[src/lgl_params.svh]
// Purpose: constants for the led grayscale latch control core
// Assumes: included by bare name wherever needed
// Notes: register offsets are byte addresses on the axi4-lite bus
`ifndef LGL_PARAMS_SVH
`define LGL_PARAMS_SVH

// ****************************************************************
// register offsets
// ****************************************************************
`define LGL_OFS_STATUS 8'h00
`define LGL_OFS_MASK 8'h04
`define LGL_OFS_CTRL 8'h08
`define LGL_OFS_INFO 8'h0C
`define LGL_OFS_BRIGHT 8'h10
`define LGL_OFS_COUNT 8'h14

// ****************************************************************
// field positions
// ****************************************************************
`define LGL_EV_GS_LATCH 0
`define LGL_EV_CTRL_LATCH 1
`define LGL_EV_REF_SHORT 2
`define LGL_EV_WRAP 3
`define LGL_CTRL_SW_BLANK 0
`define LGL_INFO_REF_SHORT 0
`define LGL_SR_SELECT 192
`define LGL_SR_TIMING_RESET_BIT 7
`define LGL_BRIGHT_TIMING_RESET_BIT 8
`define LGL_BRIGHT_FIRST_LSB 16

// ****************************************************************
// sizes and reset values
// ****************************************************************
`define LGL_SR_BITS 193
`define LGL_GS_BITS 192
`define LGL_CHANNELS 16
`define LGL_EV_BITS 4
`define LGL_CNT_RESET 12'h000
`define LGL_CNT_LAST 12'hFFF
`define LGL_EV_RESET 4'h0
`define LGL_BRIGHT_RESET 7'h00
`define LGL_RESP_OKAY 2'b00
`define LGL_RESP_SLVERR 2'b10

`endif

[src/lgl_pkg.sv]
// Purpose: shared types of the led grayscale latch control core
// Assumes: nothing
// Notes: constants live in lgl_params.svh
package lgl_pkg;

	// ****************************************************************
	// pin bundle
	// ****************************************************************
	typedef struct packed {
		logic serial_in;
		logic shift_clock;
		logic latch_strobe;
		logic pwm_ref_clock;
		logic output_blank;
		logic ref_short;
	} lgl_pins_t;

	// ****************************************************************
	// control latch contents
	// ****************************************************************
	typedef struct packed {
		logic timing_reset_bit;
		logic [6:0] global_brightness;
	} lgl_ctrl_t;

	typedef enum logic [0:0] {
		LGL_ST_IDLE,
		LGL_ST_RESP
	} lgl_bus_st_t;

endpackage

[src/lgl_sync.sv]
// Purpose: two-flop synchroniser for the pin bundle
// Assumes: pins are asynchronous to aclk
// Notes: first stage feeds only the second stage
`timescale 1ns/1ns
module lgl_sync
	import lgl_pkg::*;
(
	input wire logic aclk,
	input wire logic aresetn,
	input wire logic ce,
	input wire lgl_pins_t pins_in,
	output lgl_pins_t pins_out
);

	lgl_pins_t meta_q;

	always_ff @(posedge aclk)
	begin
		if (!aresetn)
		begin
			meta_q <= '0;
			pins_out <= '0;
		end
		else if (ce)
		begin
			meta_q <= pins_in;
			pins_out <= meta_q;
		end
	end

endmodule

[src/lgl_top.sv]
// Purpose: latch, grayscale counter and pwm outputs of a 16-channel led sink driver
// Assumes: pins are asynchronous and much slower than aclk
// Notes: registers on axi4-lite
// ****************************************************************
// ****************************************************************
`timescale 1ns/1ns
`include "lgl_params.svh"
module lgl_top
	import lgl_pkg::*;
(
	input wire logic aclk,
	input wire logic aresetn,
	input wire logic ce,
	input wire logic [7:0] s_axi_awaddr,
	input wire logic s_axi_awvalid,
	output logic s_axi_awready,
	input wire logic [31:0] s_axi_wdata,
	input wire logic [3:0] s_axi_wstrb,
	input wire logic s_axi_wvalid,
	output logic s_axi_wready,
	output logic [1:0] s_axi_bresp,
	output logic s_axi_bvalid,
	input wire logic s_axi_bready,
	input wire logic [7:0] s_axi_araddr,
	input wire logic s_axi_arvalid,
	output logic s_axi_arready,
	output logic [31:0] s_axi_rdata,
	output logic [1:0] s_axi_rresp,
	output logic s_axi_rvalid,
	input wire logic s_axi_rready,
	input wire logic serial_in,
	input wire logic shift_clock,
	input wire logic latch_strobe,
	input wire logic pwm_ref_clock,
	input wire logic output_blank,
	input wire logic ref_current_short,
	output logic serial_out,
	output logic [15:0] sink_output,
	output logic irq
);

	// ****************************************************************
	// functions
	// ****************************************************************
	function automatic logic [11:0] gs_of(input logic [191:0] v, input int ch);
		gs_of = v[ch*12 +: 12];
	endfunction

	function automatic logic [31:0] strb_mask(input logic [3:0] s);
		strb_mask = {{8{s[3]}}, {8{s[2]}}, {8{s[1]}}, {8{s[0]}}};
	endfunction

	function automatic logic known_ofs(input logic [7:0] a);
		known_ofs = (a == `LGL_OFS_STATUS) || (a == `LGL_OFS_MASK) ||
			(a == `LGL_OFS_CTRL) || (a == `LGL_OFS_INFO) ||
			(a == `LGL_OFS_BRIGHT) || (a == `LGL_OFS_COUNT);
	endfunction

	// ****************************************************************
	// pin synchronisers and edges
	// ****************************************************************
	lgl_pins_t pins_raw;
	lgl_pins_t pins_s;
	lgl_pins_t pins_prev_q;
	logic shift_rise;
	logic latch_rise;
	logic pwm_rise;
	logic short_rise;

	assign pins_raw = '{serial_in: serial_in, shift_clock: shift_clock,
		latch_strobe: latch_strobe, pwm_ref_clock: pwm_ref_clock,
		output_blank: output_blank, ref_short: ref_current_short};

	lgl_sync u_sync (
		.aclk(aclk),
		.aresetn(aresetn),
		.ce(ce),
		.pins_in(pins_raw),
		.pins_out(pins_s)
	);

	always_ff @(posedge aclk)
	begin
		if (!aresetn)
			pins_prev_q <= '0;
		else if (ce)
			pins_prev_q <= pins_s;
	end

	assign shift_rise = pins_s.shift_clock && !pins_prev_q.shift_clock;
	assign latch_rise = pins_s.latch_strobe && !pins_prev_q.latch_strobe;
	assign pwm_rise = pins_s.pwm_ref_clock && !pins_prev_q.pwm_ref_clock;
	assign short_rise = pins_s.ref_short && !pins_prev_q.ref_short;

	// ****************************************************************
	// shift register
	// ****************************************************************
	logic [192:0] shift_q;

	always_ff @(posedge aclk)
	begin
		if (!aresetn)
			shift_q <= '0;
		else if (ce && shift_rise)
			shift_q <= {shift_q[191:0], pins_s.serial_in};
	end

	always_ff @(posedge aclk)
	begin
		if (!aresetn)
			serial_out <= 1'b0;
		else if (ce)
			serial_out <= shift_q[`LGL_SR_SELECT];
	end

	// ****************************************************************
	// latches
	// ****************************************************************
	logic [191:0] gs1_q;
	logic [191:0] gs2_q;
	lgl_ctrl_t ctrl1_q;
	logic [6:0] bright2_q;
	logic gs_event;
	logic ctrl_event;
	logic tmg_event;
	logic [11:0] cnt_q;
	logic sw_blank_q;
	logic blank;
	logic wrap;

	assign gs_event = latch_rise && !shift_q[`LGL_SR_SELECT];
	assign ctrl_event = latch_rise && shift_q[`LGL_SR_SELECT];
	assign tmg_event = gs_event && ctrl1_q.timing_reset_bit;
	assign blank = pins_s.output_blank || sw_blank_q;
	assign wrap = !blank && pwm_rise && (cnt_q == `LGL_CNT_LAST);

	always_ff @(posedge aclk)
	begin
		if (!aresetn)
			gs1_q <= '0;
		else if (ce && gs_event)
			gs1_q <= shift_q[191:0];
	end

	always_ff @(posedge aclk)
	begin
		if (!aresetn)
			ctrl1_q <= '0;
		else if (ce && ctrl_event)
			ctrl1_q <= shift_q[`LGL_SR_TIMING_RESET_BIT:0];
	end

	// second latch takes the first at the end of each display period, or the shift register on a timing-reset grayscale latch
	always_ff @(posedge aclk)
	begin
		if (!aresetn)
			gs2_q <= '0;
		else if (ce && tmg_event)
			gs2_q <= shift_q[191:0];
		else if (ce && wrap)
			gs2_q <= gs1_q;
	end

	always_ff @(posedge aclk)
	begin
		if (!aresetn)
			bright2_q <= `LGL_BRIGHT_RESET;
		else if (ce && tmg_event)
			bright2_q <= ctrl1_q.global_brightness;
	end

	// ****************************************************************
	// grayscale counter and outputs
	// ****************************************************************
	always_ff @(posedge aclk)
	begin
		if (!aresetn)
			cnt_q <= `LGL_CNT_RESET;
		else if (ce)
		begin
			if (blank)
				cnt_q <= `LGL_CNT_RESET;
			else if (tmg_event)
				cnt_q <= `LGL_CNT_RESET;
			else if (pwm_rise)
				cnt_q <= cnt_q + 12'h001;
		end
	end

	always_ff @(posedge aclk)
	begin
		if (!aresetn)
			sink_output <= '0;
		else if (ce)
		begin
			for (int ch = 0; ch < `LGL_CHANNELS; ch++)
			begin
				if (blank)
					sink_output[ch] <= 1'b0;
				else if (pins_s.ref_short)
					sink_output[ch] <= 1'b0;
				else
					sink_output[ch] <= cnt_q < gs_of(gs2_q, ch);
			end
		end
	end

	// ****************************************************************
	// bus slave
	// ****************************************************************
	logic aw_hold_q;
	logic w_hold_q;
	logic [7:0] awaddr_q;
	logic [31:0] wdata_q;
	logic [3:0] wstrb_q;
	logic wr_commit;
	logic [31:0] wmask;
	logic [31:0] rdata_d;
	logic [3:0] status_q;
	logic [3:0] mask_q;
	logic [3:0] ev_set;
	logic [3:0] ev_clr;
	lgl_bus_st_t wr_st_q;

	assign wr_commit = aw_hold_q && w_hold_q && (wr_st_q == LGL_ST_IDLE);
	assign wmask = wdata_q & strb_mask(wstrb_q);

	always_ff @(posedge aclk)
	begin
		if (!aresetn)
		begin
			aw_hold_q <= 1'b0;
			awaddr_q <= '0;
			s_axi_awready <= 1'b0;
		end
		else if (ce)
		begin
			if (s_axi_awvalid && s_axi_awready)
			begin
				aw_hold_q <= 1'b1;
				awaddr_q <= s_axi_awaddr;
				s_axi_awready <= 1'b0;
			end
			else if (wr_commit)
				aw_hold_q <= 1'b0;
			else if (!aw_hold_q && wr_st_q == LGL_ST_IDLE)
				s_axi_awready <= 1'b1;
		end
	end

	always_ff @(posedge aclk)
	begin
		if (!aresetn)
		begin
			w_hold_q <= 1'b0;
			wdata_q <= '0;
			wstrb_q <= '0;
			s_axi_wready <= 1'b0;
		end
		else if (ce)
		begin
			if (s_axi_wvalid && s_axi_wready)
			begin
				w_hold_q <= 1'b1;
				wdata_q <= s_axi_wdata;
				wstrb_q <= s_axi_wstrb;
				s_axi_wready <= 1'b0;
			end
			else if (wr_commit)
				w_hold_q <= 1'b0;
			else if (!w_hold_q && wr_st_q == LGL_ST_IDLE)
				s_axi_wready <= 1'b1;
		end
	end

	always_ff @(posedge aclk)
	begin
		if (!aresetn)
		begin
			wr_st_q <= LGL_ST_IDLE;
			s_axi_bvalid <= 1'b0;
			s_axi_bresp <= `LGL_RESP_OKAY;
		end
		else if (ce)
		begin
			case (wr_st_q)
				LGL_ST_IDLE:
				begin
					if (wr_commit)
					begin
						wr_st_q <= LGL_ST_RESP;
						s_axi_bvalid <= 1'b1;
						s_axi_bresp <= known_ofs(awaddr_q) ? `LGL_RESP_OKAY : `LGL_RESP_SLVERR;
					end
				end
				LGL_ST_RESP:
				begin
					if (s_axi_bready)
					begin
						wr_st_q <= LGL_ST_IDLE;
						s_axi_bvalid <= 1'b0;
					end
				end
				default:
					wr_st_q <= LGL_ST_IDLE;
			endcase
		end
	end

	// ****************************************************************
	// control, mask and status registers
	// ****************************************************************
	always_ff @(posedge aclk)
	begin
		if (!aresetn)
		begin
			sw_blank_q <= 1'b0;
			mask_q <= `LGL_EV_RESET;
		end
		else if (ce && wr_commit)
		begin
			if (awaddr_q == `LGL_OFS_CTRL && wstrb_q[0])
				sw_blank_q <= wdata_q[`LGL_CTRL_SW_BLANK];
			if (awaddr_q == `LGL_OFS_MASK && wstrb_q[0])
				mask_q <= wdata_q[3:0];
		end
	end

	assign ev_set = {wrap, short_rise, ctrl_event, gs_event};
	assign ev_clr = (wr_commit && awaddr_q == `LGL_OFS_STATUS) ? wmask[3:0] : 4'h0;

	// set beats a clear in the same cycle
	always_ff @(posedge aclk)
	begin
		if (!aresetn)
			status_q <= `LGL_EV_RESET;
		else if (ce)
			status_q <= (status_q & ~ev_clr) | ev_set;
	end

	always_ff @(posedge aclk)
	begin
		if (!aresetn)
			irq <= 1'b0;
		else if (ce)
			irq <= |(status_q & mask_q);
	end

	// ****************************************************************
	// read channel
	// ****************************************************************
	always_comb
	begin
		rdata_d = 32'h0000_0000;
		case (s_axi_araddr)
			`LGL_OFS_STATUS: rdata_d[3:0] = status_q;
			`LGL_OFS_MASK: rdata_d[3:0] = mask_q;
			`LGL_OFS_CTRL: rdata_d[`LGL_CTRL_SW_BLANK] = sw_blank_q;
			`LGL_OFS_INFO: rdata_d[`LGL_INFO_REF_SHORT] = pins_s.ref_short;
			`LGL_OFS_BRIGHT:
			begin
				rdata_d[6:0] = bright2_q;
				rdata_d[`LGL_BRIGHT_TIMING_RESET_BIT] = ctrl1_q.timing_reset_bit;
				rdata_d[`LGL_BRIGHT_FIRST_LSB +: 7] = ctrl1_q.global_brightness;
			end
			`LGL_OFS_COUNT: rdata_d[11:0] = cnt_q;
			default: rdata_d = 32'h0000_0000;
		endcase
	end

	always_ff @(posedge aclk)
	begin
		if (!aresetn)
		begin
			s_axi_arready <= 1'b0;
			s_axi_rvalid <= 1'b0;
			s_axi_rdata <= '0;
			s_axi_rresp <= `LGL_RESP_OKAY;
		end
		else if (ce)
		begin
			if (s_axi_arvalid && s_axi_arready)
			begin
				s_axi_arready <= 1'b0;
				s_axi_rvalid <= 1'b1;
				s_axi_rdata <= rdata_d;
				s_axi_rresp <= known_ofs(s_axi_araddr) ? `LGL_RESP_OKAY : `LGL_RESP_SLVERR;
			end
			else if (s_axi_rvalid && s_axi_rready)
			begin
				s_axi_rvalid <= 1'b0;
				s_axi_arready <= 1'b1;
			end
			else if (!s_axi_rvalid)
				s_axi_arready <= 1'b1;
		end
	end

endmodule

[config.mk]
export PLATFORM = sky130hd
export DESIGN_NAME = lgl_top
export DESIGN_NICKNAME = d
export VERILOG_FILES = /design/src/lgl_pkg.sv /design/src/lgl_sync.sv /design/src/lgl_top.sv
export VERILOG_INCLUDE_DIRS = /design/src /design/src/src
export SDC_FILE = /design/constraint.sdc
export NUM_CORES = 2
export LEC_CHECK = 0
export BUFFER_PORTS_ARGS = -buffer_cell sky130_fd_sc_hd__buf_4
export CORE_UTILIZATION = 60
export DETAILED_ROUTE_END_ITERATION = 10
export GPL_TIMING_DRIVEN = 1
export MAX_ROUTING_LAYER = met4
export PLACE_DENSITY = 0.78
export RECOVER_POWER = 100
export SLEW_MARGIN = 25
export SYNTH_ARGS = -nofsm -noshare
export SYNTH_HDL_FRONTEND = slang
export SYNTH_SLANG_ARGS = --single-unit
[constraint.sdc]
create_clock -name aclk -period 3.6 [get_ports aclk]
set_input_delay 0.72 -clock aclk [delete_from_list [all_inputs] [get_ports aclk]]
set_output_delay 0.72 -clock aclk [all_outputs]
set_load 0.01 [all_outputs]
# Word-level counts from Yosys, hierarchy flattened
# Index checks and enable logic that the tools add are counted.
word_totals:
  reg_bits: 691
  latch_bits: 0
  ram_bits: 0
  mem_bits_ro: 0
  in_bits: 66
  output_inout_bits: 59
  word_cells: 218
  memories: 0
classes:
  n_addsub: 1
  multipliers: 0
  div: 0
  n_lt_le_gt_ge: 16
  n_eq_ne: 16
  shifts: 0
  n_mux: 67
  bitwise_logic: 6
  n_reduce_logical: 69
op_table:
  columns: ["op", "count"]
  rows:
  - ["192-bit two-way mux", 2]
  - ["12-bit < comparator", 16]
  - ["1-bit two-way mux", 51]
  - ["12-bit two-way mux", 3]
  - ["8-bit by 4-bit equality test with 1-bit output, second input constant", 4]
  - ["8-bit by 5-bit equality test with 1-bit output, second input constant", 4]
  - ["1-bit logical AND", 26]
  - ["2-bit AND reduction", 10]
  - ["8-bit by 3-bit equality test with 1-bit output, second input constant", 2]
  - ["8-bit zero test", 2]
  - ["12-bit by 1-bit adder with 12-bit output, second input constant", 1]
  - ["4-bit AND", 3]
  - ["12-bit equality test, second input constant", 1]
  - ["3-bit case mux with 4 select lines", 1]
  - ["3-bit AND reduction", 4]
  - ["2-bit nonzero test", 6]
  - ["1-bit logical OR", 11]
  - ["1-bit zero test", 8]
  - ["7-bit two-way mux", 1]
  - ["1-bit case mux with 2 select lines", 3]
  - ["1-bit case mux with 6 select lines", 1]
  - ["3-bit case mux with 2 select lines", 1]
  - ["2-bit two-way mux", 2]
  - ["4-bit two-way mux", 1]
  - ["other kinds (9)", 11]

# Logic depth before layout (Yosys ltp)
depth:
  word_depth: 7
  mapped_depth: 9
  depth_no_buf: 7

# By module
# From an unflattened synthesis, not the netlist that was laid out.
hier_totals:
  hier_cells: 3878
  hier_area_um2: 30603.1
by_module_without_submodules:
  columns: ["mod", "instances", "cells_per_inst", "area_each_um2", "seq_area_each_um2"]
  rows:
  - ["lgl_top", 1, 3840, 30152.7, 13553.0]
  - ["lgl_sync", 1, 38, 450.4, 240.2]

# Worst setup path after synthesis
# OpenSTA, ideal clock, no wires.
synth_path:
  path_kind: "reg2reg"
  from: "register cnt_q[1]"
  to: "register gs2_q[122]"
  setup_ps: 128
  arrival_ps: 2358
  required_ps: 3472
  setup_slack_ps: 1114
  stages_incl_launch_ff: 10
  path_buffers: 3
  path_cell_list: "dfxtp_1 ha_1 nand4_2 or3_1 or3_1 clkbuf_1 buf_6 buf_6 mux2i_1 o21ai_1"
synth_via:
  elab_chain_cells: 4
synth_lines:
  columns: ["element", "line_no", "rtl"]
  rows:
  - ["start, declared", "lgl_top.sv:126", "logic [11:0] cnt_q;"]
  - ["start signal, assigned", "lgl_top.sv:178", "cnt_q <= `LGL_CNT_RESET;"]
  - ["start signal, assigned", "lgl_top.sv:182", "cnt_q <= `LGL_CNT_RESET;"]
  - ["start signal, assigned", "lgl_top.sv:184", "cnt_q <= `LGL_CNT_RESET;"]
  - ["12-bit equality test (no line)", null, null]
  - ["1-bit logical AND", "lgl_top.sv:135", "assign wrap = !blank && pwm_rise && (cnt_q == `LGL_CNT_LAST);"]
  - ["1-bit logical AND", "lgl_top.sv:160", "else if (ce && wrap)"]
  - ["2-bit nonzero test (no line)", null, null]
  - ["end signal, assigned", "lgl_top.sv:159", "gs2_q <= shift_q[191:0];"]
  - ["end signal, assigned", "lgl_top.sv:161", "gs2_q <= gs1_q;"]
  - ["end, declared", "lgl_top.sv:120", "logic [191:0] gs2_q;"]
# Every way passes these cells.
# A chain may end at the register's enable or synchronous reset.

# Final worst setup path
layout_path:
  from: "register cnt_q[0]"
  to: "register gs2_q[136]"
# The elaborated chain is that of the path after synthesis.

==> impl_metrics.csv <==
group,metric,value,unit
finish,fill_cells,4109,
cts,worst_skew_pair.late_latency,0.61,ns
global_routing,grt_first_pass_wirelength,118,mm
finish,nets,3834,
critical_path,worstReg2RegEnd,"gs2_q[136]",
logic_synthesis,synth_most_common_cell,"nand2_1",
min_path,holdPathEnd,"wdata_q[1]",
critical_path,crit-reg2reg-launch,"cnt_q[0]",
critical_path,critical_path.max_fanout,42,
floorplan,fp.dieArea,52200,sq um
floorplan,rows,82,
routing,drt.antenna.violating_nets,0,
finish,syn_to_final_growth,10.3,%
logic_synthesis,synth.avg_cell_area,8.52,sq um
global_routing,grt_max_degree,298,
timing,slew-limit-headroom,-9.39,%
routing,route.detailed.wl_per_inst,16.6,um
routing,iteration_count_of_the_initial_detailed_routing_pass,7,
run,max_cap_viol_count,3,
placement,dp.final_hpwl,39.2,mm
power_and_ir_drop,power.leakage,13.2,nW
logic_synthesis,yosysSeqAreaShare,44.8,%
floorplan,die-width,228,um
min_path,hold_depth,3,
critical_path,critPathLaunchType,"register",
cts,cts.hold.buffers_added,0,
timing,final.setup.tns,0,ns
cts,clock_buffers_created_by_tritoncts,70,
floorplan,pin_count,125,
logic_synthesis,netlist_area,30800,sq um
logic_synthesis,yosys.area.top_type,"dfxtp_1",
finish,multi_input_gate_area_in_the_final_layout,15300,sq um
critical_path,r2r.worst_path.cells,7,
logic_synthesis,synth.top_cells.by_area,"dfxtp_1 45%, nand2_1 13%, a21boi_0 10%, ha_1 7.2%, mux2i_1 7.2%",
floorplan,core,50400,sq um
cts,cts_post_setup_buffers_inserted,0,
timing,final_max_slew_viol_count,179,
finish,antenna_cells_inserted,0,
timing,holdWs,0.372,ns
logic_synthesis,synth_ff_type,"dfxtp_1",
global_routing,grt_antenna_before_repair,0,
routing,route.detailed.drc,0,
min_path,min-delay-start,"s_axi_wdata[1]",
critical_path,cp.arrival,3.49,ns
power_and_ir_drop,powerDensity,457,nW/um^2
logic_synthesis,yosysWarnings,0,
cts,cts-resized-gates,0,
logic_synthesis,synthesis.instances,3612,
placement,place.gp.congestion,0.824,
global_routing,track_usage,28.2,%
routing,drtIter0Drc,1638,
global_routing,grt_ovf,0,
logic_synthesis,ys_async_sr_fraction,0,%
timing,finalClockSkew,0.0164,ns
status,failed_checks,"capacitance limit, slew limit",
global_routing,grt_pass1_vias,22800,
critical_path,timing.critical_path.from,"cnt_q[0]",
timing,final.period_utilization,84.6,%
routing,drt_wl_total,71.4,mm
critical_path,required,4.04,ns
logic_synthesis,netlist_top_cells_count,"1103 x nand2_1, 689 x dfxtp_1, 422 x a21boi_0, 221 x mux2i_1, 181 x inv_1",
cts,path_clk_slew,0.06,ns
finish,fraction_of_final_layout_cells_sized_beyond_drive_strength_1,5.52,%
cts,cts.sink_count,689,
finish,ff_latch_area,13800,sq um
timing,final-hold-violation-count,0,
logic_synthesis,synth-seq-cells,689,
routing,drt-vias-per-instance,5.56,
cts,max-clock-path-buffers,3,
floorplan,initial_utilization,61.1,%
routing,via_count,24000,
cts,tritoncts,"built",
logic_synthesis,synth-edff-count,0,
floorplan,dieHeight,228,um
timing,grt_setup_unrepaired,"false",
cts,cts-htree-levels,3,
placement,dpl_worst_slack,0.672,ns
power_and_ir_drop,worst_ir_drop_vdd,287,uV
critical_path,setup.reg_to_reg.worst_slack,0.56,ns
timing,clock.fmax,0.328,GHz
cts,cts-root-buf,"clkbuf_16",
timing,minimum_clock_period_after_layout,3.04,ns
timing,finalSetupViolCount,0,
min_path,hold_class,"in -> reg",
logic_synthesis,synth_largest_type_area_fraction,44.8,%
status,outcome,"finished with violations",
timing,final.setup.worst_slack,0.556,ns
logic_synthesis,synth.distinct_cells,48,
critical_path,critical_path.endpoint_type,"register",
critical_path,kind_of_critical_path,"reg -> reg",
placement,portBuffers,78,
timing,worst_pin_slew,1.64,ns
cells by family after synthesis:
group,after synthesis,share of synthesized area (%)
simple gates,1285,16.7
compound gates,812,17.8
flops,689,44.8
buf+inv,415,5.79
mux,225,7.48
fa+ha+maj,177,7.20
xor+xnor,8,0.228
other cells,1,0.0122
power by group:
group          switching (mW)  internal [mW]
clock network            3.01           4.48
registers              0.0135           7.64
logic                   0.253          0.136
per-stage QoR:
stage	power (mW)	cells	cell area, sq um	utilization [%]
floorplan	8.09	3626	30800	-
global placement	8.22	4190	31800	63.1
detailed placement	8.22	4190	31800	63.1
CTS	15.6	4314	34200	67.9
global route	16.0	4315	33900	67.4
finish	15.5	4315	33900	67.4
registers in the layout, summed over array words and instances (netlist names), 6 cells and up:
name / cells
gs2_q: 192
ctrl1_q: 8
bright2_q: 7
s_axi_rdata: 19
u_sync.meta_q: 6
gs1_q: 192
cnt_q: 12
u_sync.pins_out: 6
awaddr_q: 8
shift_q: 193
sink_output: 16
area by class of cell:
type	count	share of cell area, %
timing repair buffer	127	2.92
multi-input combinational	2522	45.0
inverter	181	2.00
tap	672	2.48
clock inverter	22	0.826
sequential	689	40.6
clock buffer	102	6.17
layer usage:
metal | share of wire (%) | GRT usage [%]
met1 | 45 | 36.2
met2 | 46 | 45.5
met3 | 5.6 | 3.78
met4 | 2.8 | 10.2
met5 | 0 | -
cell usage in the layout, fill, tap and decap left out, types with 17 or more instances in the layout:
cell type / count
clkbuf_16: 73
dfxtp_1: 689
mux2i_1: 221
nor2b_1: 30
a21oi_1: 46
ha_1: 177
nand3_1: 19
inv_1: 181
clkbuf_1: 62
nand2_1: 1102
a21boi_0: 424
buf_4: 56
a211oi_1: 35
a22oi_1: 17
a2111oi_0: 17
nand2b_1: 19
nand4_1: 17
nor2_1: 63
o21ai_0: 203
critical path, cell delays in order (launching register included):
cell and delay [ns]:
dfxtp_1 0.33, ha_1 0.21, nand4_1 0.19, or3_1 0.39
or3_2 0.96, buf_12 0.44, mux2i_1 0.21, o21ai_0 0.11
how the worst max path moves through the flow:
stage	slack (ns)	cells past startpoint	end
finish	0.56	7	gs2_q[136]
global route	0.41	7	gs2_q[135]
CTS	0.97	7	sink_output[11]
detailed placement	0.67	7	gs2_q[135]
global placement	0.70	7	gs2_q[19]
floorplan	1.11	9	gs2_q[122]
No activity file was read; power rests on OpenSTA's default activity.
